[src/qdac_pkg.sv]
// Shared constants and types for the quad converter control block
package qdac_pkg;

  // ----------------------------------------------------------------
  // Serial word layout
  // ----------------------------------------------------------------
  localparam int unsigned WORD_BITS = 12;
  localparam logic [3:0] WORD_LAST = 4'hc;
  localparam logic [3:0] BIT_CNT_ZERO = 4'h0;
  localparam int unsigned TYPE_HI = 11;
  localparam int unsigned TYPE_LO = 10;
  localparam logic [1:0] TYPE_DATA = 2'h1;
  localparam logic [1:0] TYPE_CTRL = 2'h2;
  localparam int unsigned ADDR_HI = 9;
  localparam int unsigned ADDR_LO = 8;
  localparam int unsigned CODE_HI = 7;
  localparam int unsigned CODE_LO = 0;

  // ----------------------------------------------------------------
  // Control word fields (dac_control_word, ten active bits)
  // ----------------------------------------------------------------
  localparam int unsigned CTRL_BITS = 10;
  localparam int unsigned CTRL_MODE_POS = 9;
  localparam int unsigned CTRL_RNG_HI = 8;
  localparam int unsigned CTRL_RNG_LO = 5;
  localparam int unsigned CTRL_SI_HI = 4;
  localparam int unsigned CTRL_SI_LO = 1;
  localparam int unsigned CTRL_ACT_POS = 0;

  // ----------------------------------------------------------------
  // Sizes and reset values
  // ----------------------------------------------------------------
  localparam int unsigned NUM_CHAN = 4;
  localparam int unsigned CODE_BITS = 8;
  localparam logic MODE_RST = 1'b0;
  localparam logic [3:0] RNG_RST = 4'hf;
  localparam logic [3:0] SI_RST = 4'h0;
  localparam logic ACT_RST = 1'b0;
  localparam logic [7:0] CODE_RST = 8'h00;
  localparam logic [11:0] SHIFT_RST = 12'h000;

  // ----------------------------------------------------------------
  // Types
  // ----------------------------------------------------------------
  typedef enum logic [1:0]
  {
    CHAN_A = 2'b00,
    CHAN_B = 2'b01,
    CHAN_C = 2'b10,
    CHAN_D = 2'b11
  } qdac_chan_t;

  typedef enum logic
  {
    MODE_DOUBLE = 1'b0,
    MODE_SINGLE = 1'b1
  } qdac_mode_t;

  // Channel address to one-hot select
  function automatic logic [3:0] qdac_chan_dec(input logic [1:0] addr);
    logic [3:0] sel;
    sel = 4'h0;
    case (addr)
      CHAN_A: sel = 4'h1;
      CHAN_B: sel = 4'h2;
      CHAN_C: sel = 4'h4;
      CHAN_D: sel = 4'h8;
      default: sel = 4'h0;
    endcase
    return sel;
  endfunction

endpackage

[src/qdac_hold_buf.sv]
// Per-channel holding buffers and output code registers
`timescale 1ns/1ps
`default_nettype none

module qdac_hold_buf
  import qdac_pkg::*;
(
  // Clock and reset
  input wire logic mclk_in,
  input wire logic reset_in,
  // Holding buffer write
  input wire logic wr_en_in,
  input wire logic [1:0] wr_chan_in,
  input wire logic [7:0] wr_code_in,
  // Output update
  input wire logic update_in,
  // Output codes
  output logic [7:0] code_a_out,
  output logic [7:0] code_b_out,
  output logic [7:0] code_c_out,
  output logic [7:0] code_d_out
);

  logic [7:0] hold_r [NUM_CHAN];
  logic [7:0] out_r [NUM_CHAN];
  logic [3:0] wr_sel;

  assign wr_sel = wr_en_in ? qdac_chan_dec(wr_chan_in) : 4'h0;

  // ----------------------------------------------------------------
  // Holding and output registers
  // ----------------------------------------------------------------
  genvar gi;
  generate
    for (gi = 0; gi < NUM_CHAN; gi++)
    begin : g_chan
      // A later block to the same channel overwrites the earlier one
      always_ff @(posedge mclk_in)
      begin
        if (reset_in)
          hold_r[gi] <= CODE_RST;
        else if (wr_sel[gi])
          hold_r[gi] <= wr_code_in;
      end

      // All channels move together on the update event
      always_ff @(posedge mclk_in)
      begin
        if (reset_in)
          out_r[gi] <= CODE_RST;
        else if (update_in)
          out_r[gi] <= hold_r[gi];
      end
    end
  endgenerate

  assign code_a_out = out_r[0];
  assign code_b_out = out_r[1];
  assign code_c_out = out_r[2];
  assign code_d_out = out_r[3];

endmodule // qdac_hold_buf

`default_nettype wire

[src/qdac_ctrl.sv]
// Serial word receiver, control register, update and shutdown logic
`timescale 1ns/1ps
`default_nettype none

module qdac_ctrl
  import qdac_pkg::*;
(
  // Clock and reset
  input wire logic mclk_in,
  input wire logic reset_in,
  // Serial link pins
  input wire logic ser_clk_in,
  input wire logic ser_data_in,
  input wire logic strobe_in,
  // Hardware activate pin
  input wire logic hw_activate_pin_in,
  // Converter output codes
  output logic [7:0] output_channel_a_out,
  output logic [7:0] output_channel_b_out,
  output logic [7:0] output_channel_c_out,
  output logic [7:0] output_channel_d_out,
  // Applied gain per channel, bit 0 is channel A
  output logic [3:0] gain_double_out,
  // Channel active per channel, bit 0 is channel A
  output logic [3:0] chan_active_out,
  // Control register state
  output logic mode_single_out,
  output logic [9:0] control_word_out
);

  // ----------------------------------------------------------------
  // Pin synchronisers
  // ----------------------------------------------------------------
  logic sclk_s1_r;
  logic sclk_s2_r;
  logic sclk_d_r;
  logic sdat_s1_r;
  logic sdat_s2_r;
  logic stb_s1_r;
  logic stb_s2_r;
  logic stb_d_r;

  // Serial clock pin
  always_ff @(posedge mclk_in)
  begin
    if (reset_in)
    begin
      sclk_s1_r <= 1'b0;
      sclk_s2_r <= 1'b0;
    end
    else
    begin
      sclk_s1_r <= ser_clk_in;
      sclk_s2_r <= sclk_s1_r;
    end
  end

  // Serial data pin
  always_ff @(posedge mclk_in)
  begin
    if (reset_in)
    begin
      sdat_s1_r <= 1'b0;
      sdat_s2_r <= 1'b0;
    end
    else
    begin
      sdat_s1_r <= ser_data_in;
      sdat_s2_r <= sdat_s1_r;
    end
  end

  // Strobe pin
  always_ff @(posedge mclk_in)
  begin
    if (reset_in)
    begin
      stb_s1_r <= 1'b0;
      stb_s2_r <= 1'b0;
    end
    else
    begin
      stb_s1_r <= strobe_in;
      stb_s2_r <= stb_s1_r;
    end
  end

  // ----------------------------------------------------------------
  // Edge detection
  // ----------------------------------------------------------------
  // Edge history taken from the second stage only
  always_ff @(posedge mclk_in)
  begin
    if (reset_in)
    begin
      sclk_d_r <= 1'b0;
    end
    else
    begin
      sclk_d_r <= sclk_s2_r;
    end
  end

  always_ff @(posedge mclk_in)
  begin
    if (reset_in)
    begin
      stb_d_r <= 1'b0;
    end
    else
    begin
      stb_d_r <= stb_s2_r;
    end
  end

  logic sclk_fall;
  logic stb_fall;

  // Clock edges count only while the strobe is high
  assign sclk_fall = sclk_d_r & ~sclk_s2_r & stb_s2_r;
  assign stb_fall = stb_d_r & ~stb_s2_r;

  // ----------------------------------------------------------------
  // Shift register and bit counter
  // ----------------------------------------------------------------
  logic [11:0] shift_r;
  logic [11:0] shift_nxt;
  logic [3:0] bit_cnt_r;
  logic [3:0] bit_cnt_nxt;
  logic word_done;

  assign shift_nxt = {shift_r[WORD_BITS-2:0], sdat_s2_r};
  assign bit_cnt_nxt = bit_cnt_r + 4'h1;
  assign word_done = sclk_fall && (bit_cnt_nxt == WORD_LAST);

  always_ff @(posedge mclk_in)
  begin
    if (reset_in)
      shift_r <= SHIFT_RST;
    else if (sclk_fall)
      shift_r <= shift_nxt;
  end

  // Strobe low drops any partial word; a full word restarts the count
  always_ff @(posedge mclk_in)
  begin
    if (reset_in)
      bit_cnt_r <= BIT_CNT_ZERO;
    else if (!stb_s2_r)
      bit_cnt_r <= BIT_CNT_ZERO;
    else if (word_done)
      bit_cnt_r <= BIT_CNT_ZERO;
    else if (sclk_fall)
      bit_cnt_r <= bit_cnt_nxt;
  end

  // ----------------------------------------------------------------
  // Word decode
  // ----------------------------------------------------------------
  logic [1:0] word_type;
  logic is_data;
  logic is_ctrl;

  // Other type codes, such as all zeros, are ignored
  assign word_type = shift_nxt[TYPE_HI:TYPE_LO];
  assign is_data = word_done && (word_type == TYPE_DATA);
  assign is_ctrl = word_done && (word_type == TYPE_CTRL);

  // ----------------------------------------------------------------
  // Control register
  // ----------------------------------------------------------------
  logic mode_r;
  logic [3:0] rng_r;
  logic [3:0] si_r;
  logic act_r;

  // Single-buffered mode can be set but never cleared
  always_ff @(posedge mclk_in)
  begin
    if (reset_in)
      mode_r <= MODE_RST;
    else if (is_ctrl)
      mode_r <= mode_r | shift_nxt[CTRL_MODE_POS];
  end

  // Range waits here until the next update event
  always_ff @(posedge mclk_in)
  begin
    if (reset_in)
      rng_r <= RNG_RST;
    else if (is_ctrl)
      rng_r <= shift_nxt[CTRL_RNG_HI:CTRL_RNG_LO];
  end

  // Inhibit and activate bits act at once
  always_ff @(posedge mclk_in)
  begin
    if (reset_in)
      si_r <= SI_RST;
    else if (is_ctrl)
      si_r <= shift_nxt[CTRL_SI_HI:CTRL_SI_LO];
  end

  always_ff @(posedge mclk_in)
  begin
    if (reset_in)
      act_r <= ACT_RST;
    else if (is_ctrl)
      act_r <= shift_nxt[CTRL_ACT_POS];
  end

  // ----------------------------------------------------------------
  // Update event
  // ----------------------------------------------------------------
  logic single_upd_r;
  logic update;
  logic single_word;
  logic mode_set_word;

  // The control word that selects single mode updates at its own end
  assign single_word = word_done && (mode_r == MODE_SINGLE);
  assign mode_set_word = is_ctrl && shift_nxt[CTRL_MODE_POS];

  // In single mode the word just received reaches the outputs
  // one cycle later, after its holding write has settled
  always_ff @(posedge mclk_in)
  begin
    if (reset_in)
      single_upd_r <= 1'b0;
    else
      single_upd_r <= single_word || mode_set_word;
  end

  assign update = (mode_r == MODE_DOUBLE) ? stb_fall : single_upd_r;

  // ----------------------------------------------------------------
  // Applied range
  // ----------------------------------------------------------------
  // Range setting reaches the amplifiers only on update
  logic [3:0] gain_r;

  always_ff @(posedge mclk_in)
  begin
    if (reset_in)
      gain_r <= RNG_RST;
    else if (update)
      gain_r <= rng_r;
  end

  // ----------------------------------------------------------------
  // Holding buffers and output codes
  // ----------------------------------------------------------------
  qdac_hold_buf u_hold_buf
  (
    .mclk_in(mclk_in),
    .reset_in(reset_in),
    .wr_en_in(is_data),
    .wr_chan_in(shift_nxt[ADDR_HI:ADDR_LO]),
    .wr_code_in(shift_nxt[CODE_HI:CODE_LO]),
    .update_in(update),
    .code_a_out(output_channel_a_out),
    .code_b_out(output_channel_b_out),
    .code_c_out(output_channel_c_out),
    .code_d_out(output_channel_d_out)
  );

  // ----------------------------------------------------------------
  // Shutdown logic
  // ----------------------------------------------------------------
  // The activate pin is used raw so that it acts without a clock
  logic wake_all;

  assign wake_all = act_r & hw_activate_pin_in;

  genvar gc;
  generate
    for (gc = 0; gc < NUM_CHAN; gc++)
    begin : g_active
      assign chan_active_out[gc] = si_r[gc] | wake_all;
    end
  endgenerate

  // ----------------------------------------------------------------
  // Status outputs
  // ----------------------------------------------------------------
  assign gain_double_out = gain_r;
  assign mode_single_out = mode_r;
  assign control_word_out = {mode_r, rng_r, si_r, act_r};

endmodule // qdac_ctrl

`default_nettype wire

[config.mk]
export PLATFORM = sky130hd
export DESIGN_NAME = qdac_ctrl
export DESIGN_NICKNAME = d
export VERILOG_FILES = /design/src/qdac_pkg.sv /design/src/qdac_hold_buf.sv /design/src/qdac_ctrl.sv
export SDC_FILE = /design/constraint.sdc
export NUM_CORES = 1
export LEC_CHECK = 0
export BUFFER_PORTS_ARGS = -buffer_cell sky130_fd_sc_hd__buf_4
export CORE_AREA = 3 3 99 101
export CTS_CLUSTER_DIAMETER = 200
export DETAILED_ROUTE_END_ITERATION = 7
export DIE_AREA = 0 0 102 104
export GPL_TIMING_DRIVEN = 0
export HOLD_SLACK_MARGIN = 0.06
export PLACE_DENSITY = 0.65
export SYNTH_ARGS = -nofsm -noshare
export SYNTH_HDL_FRONTEND = slang
export SYNTH_SLANG_ARGS = --single-unit
[constraint.sdc]
create_clock -name mclk_in -period 4.2 [get_ports mclk_in]
set_input_delay 0.42 -clock mclk_in [delete_from_list [all_inputs] [get_ports mclk_in]]
set_output_delay 0.42 -clock mclk_in [all_outputs]
set_load 0.01 [all_outputs]
---- Word level (Yosys, flattened, before mapping) ----
Memory sizes are Yosys's and may differ from the RTL's.
Cells that the tools add are included.
word-level totals
  register bits ........................... 38
  memory bits (writable) .................. 64
  input bits .............................. 6
  word-level logic and storage cells ...... 80
  memories kept ........................... 2
memory list
  memory             depth  width  rd ports  clocked after memory_dff  wr ports  RTL line             text
  u_hold_buf.hold_r  4      8      4         0                         4         qdac_hold_buf.sv:24  logic [7:0] hold_r [NUM_CHAN];
  u_hold_buf.out_r   4      8      4         0                         4         qdac_hold_buf.sv:25  logic [7:0] out_r [NUM_CHAN];
cells by class
  add/subtract/negate cells ............... 1
  equal/unequal tests ..................... 6
  mux-type cells .......................... 28
  bitwise operators ....................... 19
  reduce and logical (&&, ||, !) cells .... 8
operators by type and width
  kind                 count
  $mux 8               8
  $mux 1               18
  $pmux 4 s4           1
  $or 1x1->1           13
  $eq 2x2->1 const B   3
  $logic_and 1x1->1    5
  $add 4x1->4 const B  1
  $and 1x1->1          4
  $eq 2x1->1 const B   2
  $eq 4x4->1 const B   1
  $mux 4               1
  $reduce_or 3->1      1
  $logic_not 2->1      1
  $not 1->1            2
  $logic_or 1x1->1     1

---- Depth between registers and ports, before layout ----
Gate-level depths: netlist (run 1).
  word-level depth ........................ 10
  depth in mapped cells ................... 6
  depth with buffers taken out ............ 5

---- Modules after synthesis ----
A second synthesis (run 1) with hierarchy kept.
second synthesis, totals
  cells, all modules ...................... 311
  area, all modules ....................... 3977.6 µm²
modules (own cells, without submodules)
  module         times used  cells an instance  area an instance (µm²)  seq. area each (µm²)
  qdac_hold_buf  1           144                2454.9                  1921.8
  qdac_ctrl      1           167                1522.7                  760.7

---- Worst setup path after synthesis (run 1) ----
OpenSTA, ideal clock, no wires.
  path kind ............................... input to register
  start point ............................. input reset_in
  end point ............................... memory u_hold_buf.out_r[0][0], enable pin
  arrival time ............................ 1.793 ns
  setup slack ............................. 2.017 ns
  cell stages on the path ................. 4
  cells stage by stage .................... clkbuf_1 clkinv_1 buf_1 nand2_1
RTL lines
  what         RTL line             text
  from (decl)  qdac_ctrl.sv:10      input wire logic reset_in,
  to (decl)    qdac_hold_buf.sv:25

==> impl_metrics.py, run 1 <==
metrics = {
    "status": {
        "status": "completed",
    },
    "worst_setup_path": {
        "cp_data_required_time_ns": 4.01,
        "worstReg2RegStart": "mode_single_out",
        "r2r_cells": 3,
        "critPathCaptureType": "flip-flop",
        "reg2reg_slack_ns": 1.85,
        "worstPathMaxFanout": 32,
        "path_class": "reg -> reg",
        "reg2reg_to": "u_hold_buf.out_r[0][0]",
        "worstPathArrival_ns": 2.16,
        "cp-start-kind": "flip-flop",
    },
    "timing": {
        "relSlewSlack_pct": 16.4,
        "hold_violations": 0,
        "setup_tns_ns": 0,
        "fmaxAchievable_mhz": 425,
        "worst_slew_pin_slew_ns": 1.25,
        "clock_skew_ns": 0.0110,
        "fin_crit_ns": 2.35,
        "rsz0062_at_grt": "no",
        "slew_viol_final": 0,
        "final.period_utilization_pct": 56.0,
        "setup_viol": 0,
    },
    "clock_tree": {
        "ctsResizeCount": 0,
        "path_clk_slew_ns": 0.09,
        "post_cts_buffers": 0,
        "cts.sinks": 102,
        "numCtsBuffers": 9,
        "cts_tree": "yes",
        "cts_max_path_buffers": 2,
        "htreeDepth": 3,
        "root_buffer": "clkbuf_8",
        "worstSkewPairLatency_ns": 0.35,
        "ctsHoldBuffers": 0,
    },
    "routing": {
        "finalWirelength_um": 6810,
        "wl_per_cell_um": 13.8,
        "postRouteAntennaNets": 0,
        "first_pass_iters": 4,
        "vias": 2385,
        "drt_first_iter_violations": 95,
        "vias_per_cell": 4.83,
        "drc_errors": 0,
    },
    "min_path": {
        "whs_path_depth": 2,
        "min_to": "sdat_s1_r",
        "min-delay-start": "ser_data_in",
        "hold_class": "in -> reg",
    },
    "synthesis": {
        "syn_inst": 312,
        "synth_ff_type": "edfxtp_1",
        "synth-edff-count": 64,
        "ys_seq_area_share_pct": 68.0,
        "synthArstFlopShare_pct": 0,
        "synth_nets": 320,
        "syn_area_sq_mm": 0.00395,
        "synth.avg_cell_area_sq_um": 12.7,
        "synth.ff_latch_count": 102,
        "yosysWarnings": 0,
        "synth_cell_types": 37,
    },
    "final_layout": {
        "fin_util_pct": 51.6,
        "layout.nets": 386,
        "mostFrequentLayoutCell": "edfxtp_1",
        "fillers": 810,
        "layout-drive-gt1-share_pct": 21.7,
        "area_growth_pct": 19.1,
        "layout_common_cells": "64 x edfxtp_1, 57 x buf_4, 42 x nand2_1",
        "diodes": 0,
    },
    "grt": {
        "grt_pass1_wl_um": 11400,
        "track_usage_pct": 13.6,
        "antenna_found_initial": 0,
        "grt_max_degree": 33,
        "grt_pass1_vias": 2358,
        "grt_remaining_overflow": 0,
    },
    "pwr": {
        "leakage_uw": 0.00196,
        "peakVddDrop_mv": 0.143,
        "power_density_mw_per_mm2": 376,
        "swShare_pct": 20.7,
        "combPwrFrac_pct": 3.3,
        "switchingPower_uw": 366,
        "power_frac_seq_pct": 62.1,
        "clockPowerShare_pct": 34.6,
        "p_int_uw": 1400,
    },
    "floorplanning": {
        "die_y_um": 104,
        "die-area_sq_mm": 0.0106,
        "start_util_pct": 43.3,
        "ios": 57,
        "num_rows": 35,
        "die_width_um": 102,
        "core_sq_mm": 0.00911,
    },
    "placement": {
        "place.detailed.hpwl_um": 4800,
        "place.gp.congestion": 0.771,
        "io_buffers": 55,
    },
    "flow_run": {
        "maxCapViolCount": 0,
    },
}
## sequential cells by signal (all words and copies together) (netlist names), 4 cells and up
signal             count
gain_double_out        4
rng_r                  4
u_hold_buf.hold_r     32
u_hold_buf.out_r      32
bit_cnt_r              4
shift_r               11
si_r                   4
## synth_stat cells (all sizes together) (2+ instances only)
cell type / instances / area share, %
nand2: 42 / 4.0
mux2i: 14 / 3.5
a21oi: 13 / 1.6
nand2b: 4 / 0.63
buf: 6 / 1.2
nor2b: 10 / 1.6
nand3b: 2 / 0.38
nor4: 2 / 1.1
edfxtp: 64 / 49
ha: 2 / 0.63
nor2: 14 / 1.3
inv: 3 / 0.29
clkbuf: 12 / 1.2
dfxtp: 38 / 19
a21o: 4 / 0.76
nor3: 3 / 0.38
and2: 32 / 5.1
xor2: 2 / 0.63
nand3: 3 / 0.51
and3: 32 / 5.1
## layout make-up
cell class	count	area, sq um	share of cell area, %
Clock buffer	12	178	3.78
Sequential cell	102	2680	57.0
Buffer	18	95.1	2.02
Timing Repair Buffer	55	413	8.78
Tap cell	111	139	2.95
Multi-Input combinational cell	188	1150	24.6
Inverter	4	15.0	0.319
Clock inverter	4	26.3	0.559
## cell families after synthesis
kind of cell,share of synthesized area [%]
AND/OR/NAND/NOR,20.9
flip-flops,68.0
XOR/XNOR,0.634
adder cells (fa/ha/maj),0.634
multiplexers,3.55
buffers and inverters,2.79
AO/OA/AOI/OAI,3.52
## through the flow
stage | hold WS, ns | worst slack [ns] | power [uW] | cells | area, sq um
detailed placement | 0.430 | 1.42 | 1180 | 478 | 4500
global placement | 0.418 | 1.52 | 1180 | 478 | 4500
finish | 0.273 | 1.85 | 1770 | 494 | 4700
CTS | 0.256 | 1.77 | 1790 | 494 | 4700
global route | 0.276 | 1.56 | 1840 | 494 | 4700
floorplan | 0.414 | 2.02 | 1150 | 312 | 3950
## how the worst max path moves through the flow
stage                                        end  slack (ns)             from
after floorplan           u_hold_buf.out_r[0][0]        2.02         reset_in
after global placement    u_hold_buf.out_r[0][5]        1.52         reset_in
after detailed placement  u_hold_buf.out_r[0][5]        1.42         reset_in
after CTS                 u_hold_buf.out_r[0][0]        1.77  mode_single_out
after global routing      u_hold_buf.out_r[0][0]        1.56         reset_in
final                     u_hold_buf.out_r[0][0]        1.85  mode_single_out
## per-layer routing
metal  track usage [%]  part of all wire, %
met3              2.62                  3.0
met1              17.4                   45
met5                 0                    0
met4              6.19                  1.9
met2              22.1                   50
## power by group through the flow
stage	clock network (uW)	registers (uW)	logic, uW
after floorplan	0	1130	26.0
after global placement	0	1120	58.8
after detailed placement	0	1120	60.4
after CTS	629	1100	60.5
after global routing	667	1100	66.0
final	612	1100	59.0
## worst max-delay path: stages (launching register included)
cell	delay, ns
dfxtp_1	0.44
nor2_1	0.09
a22oi_2	0.41
nand2_1	0.85
(Power assumes the default switching activity.)
==> run 2, diff against run 1 <==
--- a/config.mk
+++ b/config.mk
@@ -12,7 +12,7 @@
 export DIE_AREA = 0 0 102 104
 export GPL_TIMING_DRIVEN = 0
 export HOLD_SLACK_MARGIN = 0.06
-export PLACE_DENSITY = 0.65
+export PLACE_DENSITY = 0.68
 export SYNTH_ARGS = -nofsm -noshare
 export SYNTH_HDL_FRONTEND = slang
 export SYNTH_SLANG_ARGS = --single-unit
==> constraint.sdc (replaced) <==
create_clock -name mclk_in -period 1.9 [get_ports mclk_in]
set_input_delay 0.19 -clock mclk_in [delete_from_list [all_inputs] [get_ports mclk_in]]
set_output_delay 0.19 -clock mclk_in [all_outputs]
set_load 0.01 [all_outputs]
==> run 2 against run 1 <==
Net effect:
- non-clock buffer count rose by 8
- largest cell class unchanged
- register-to-register slack got worse by 1.8 ns
- critical endpoint is now u_hold_buf.hold_r[3][5]
- die area did not move
- via count rose by 3.3%
- utilization rose by 0.96 points
- clock skew fell by 0.0024 ns
- critical path type unchanged
==> impl_metrics.py, run 2 (synthesis results as in run 1) <==
metrics = {
    "final_layout": {
        "layout-drive-gt1-share_pct": 24.8,
        "mostFrequentLayoutCell": "edfxtp_1",
        "layout_common_cells": "64 x edfxtp_1, 62 x buf_4, 41 x nand2_1",
        "area_growth_pct": 21.4,
        "layout.nets": 394,
        "diodes": 0,
        "regArea_sq_mm": 0.00269,
        "multi_input_area_sq_mm": 0.00120,
        "reg_top3": "u_hold_buf.hold_r x32, u_hold_buf.out_r x32, shift_r x11",
        "fillers": 794,
    },
    "min_path": {
        "hold_class": "in -> reg",
        "whs_path_depth": 2,
        "min_to": "sclk_d_r",
        "min-delay-start": "reset_in",
    },
    "routing": {
        "vias_per_cell": 4.91,
        "postRouteAntennaNets": 0,
        "drc_errors": 0,
        "wl_per_cell_um": 14.2,
        "finalWirelength_um": 7120,
        "drt_first_iter_violations": 124,
        "vias": 2463,
        "first_pass_iters": 4,
    },
    "timing": {
        "fin_crit_ns": 1.82,
        "setup_tns_ns": 0,
        "slew_viol_final": 0,
        "setup_viol": 0,
        "hold_violations": 0,
        "clock_skew_ns": 0.00867,
        "relSlewSlack_pct": 64.0,
        "worst_slew_pin_slew_ns": 0.540,
        "fmaxAchievable_mhz": 550,
        "final.period_utilization_pct": 95.6,
        "whs_ns": 0.177,
    },
    "flow_run": {
        "maxCapViolCount": 0,
    },
    "worst_setup_path": {
        "reg2reg_slack_ns": 0.08,
        "worstPathArrival_ns": 1.89,
        "cp-start-kind": "flip-flop",
        "r2r_cells": 5,
        "reg2reg_to": "u_hold_buf.hold_r[3][5]",
        "cp_data_required_time_ns": 1.98,
        "cp_cell_sequence": "nand3_2, xor2_2, nor4_4, buf_6, a21o_4",
        "critPathSlowestCell": "nor4_4",
        "startpoint": "bit_cnt_r[2]",
        "cpPeakStageDelay_ns": 0.40,
        "worstReg2RegStart": "bit_cnt_r[2]",
        "path_class": "reg -> reg",
        "critPathCaptureType": "flip-flop",
        "worstPathMaxFanout": 10,
    },
    "grt": {
        "grt_max_degree": 33,
        "grt_remaining_overflow": 0,
        "grt_most_used_layer": "met2",
        "antenna_found_initial": 0,
        "gr-usage-met3_pct": 3.15,
        "grtUsageMet1_pct": 18.5,
        "grt_pass1_vias": 2404,
        "grt_pass1_wl_um": 11700,
        "grt_use_met2_pct": 22.1,
        "track_usage_pct": 14.1,
    },
    "floorplanning": {
        "die-area_sq_mm": 0.0106,
        "core_sq_mm": 0.00911,
        "die_width_um": 102,
        "ios": 57,
        "start_util_pct": 43.3,
        "die_y_um": 104,
        "num_rows": 35,
    },
    "clock_tree": {
        "path_clk_slew_ns": 0.09,
        "cts.sinks": 102,
        "worstSkewPairLatency_ns": 0.37,
        "cts_tree": "yes",
        "root_buffer": "clkbuf_8",
        "cts_max_path_buffers": 2,
        "numCtsBuffers": 9,
        "htreeDepth": 3,
    },
    "pwr": {
        "power_frac_seq_pct": 63.8,
        "swShare_pct": 22.2,
        "clockPowerShare_pct": 32.4,
        "combPwrFrac_pct": 3.8,
        "peakVddDrop_mv": 0.349,
        "p_int_uw": 2960,
        "power_density_mw_per_mm2": 794,
        "leakage_uw": 0.00198,
        "switchingPower_uw": 846,
    },
    "placement": {
        "place.gp.congestion": 0.783,
        "place.detailed.hpwl_um": 4920,
        "io_buffers": 55,
    },
    "status": {
        "status": "completed",
    },
}
## run 2: power by group through the flow
stage	clock network (uW)	logic, uW	registers (uW)
2_1_floorplan	0	58.1	2490
3_5_place_dp	0	133	2480
6_report	1230	143	2430
4_1_cts	1270	142	2430
5_1_grt	1360	158	2440
3_3_place_gp	0	130	2480
## run 2: final cells by class
class / instances / share of cell area, %
clock buffers: 10 / 2.66
inverters: 4 / 0.313
clock inverters: 6 / 0.966
flip-flops and latches: 102 / 56.0
multi-input cells: 188 / 25.1
repair buffers: 63 / 10.0
well taps: 111 / 2.90
plain buffers: 18 / 1.98
## run 2: worst max-delay path by stage
| stage | end | slack, ns | depth (start not counted) |
|---|---|---|---|
| after floorplan | u_hold_buf.hold_r[0][0] | -0.03 | 6 |
| after global placement | u_hold_buf.hold_r[3][6] | -0.31 | 6 |
| after detailed placement | u_hold_buf.hold_r[3][6] | -0.37 | 6 |
| after CTS | u_hold_buf.out_r[3][0] | -0.005 | 5 |
| after global routing | u_hold_buf.hold_r[0][0] | -0.003 | 6 |
| final | u_hold_buf.hold_r[3][5] | 0.08 | 5 |
## run 2: per-stage QoR
stage / utilization [%] / cell area [sq um] / std cells / setup slack [ns] / total power (uW)
floorplan: - / 3950 / 312 / -0.0267 / 2550
global placement: 49.4 / 4500 / 478 / -0.313 / 2610
detailed placement: 49.4 / 4500 / 478 / -0.374 / 2620
CTS: 52.1 / 4740 / 499 / -0.00482 / 3840
global route: 52.6 / 4790 / 502 / -0.00276 / 3950
finish: 52.6 / 4790 / 502 / 0.0833 / 3800
## run 2: routing by layer
layer | vias to the layer above | routed length, um
met5 | - | 0
met4 | 0 | 133
met3 | 14 | 314
met2 | 57 | 3450
met1 | 1163 | 3210
li1 | 1229 | -
## run 2: repair_timing
| action | CTS | global route |
|---|---|---|
| endpoints found under the hold margin | 3 | 0 |
| endpoints found under the setup margin | 66 | 71 |
| gates resized for setup | 7 | 6 |
| setup buffers | 2 | 3 |
| pin swaps | 2 | 3 |
| hold buffers | 3 | 0 |
## run 2: worst max-delay path: cells and delay by family, from the launching register on
kind / cells / cell delay [ns]
AND/OR/NAND/NOR: 2 / 0.53
flip-flops: 1 / 0.39
XOR/XNOR: 1 / 0.22
buffers and inverters: 1 / 0.19
AO/OA/AOI/OAI: 1 / 0.19
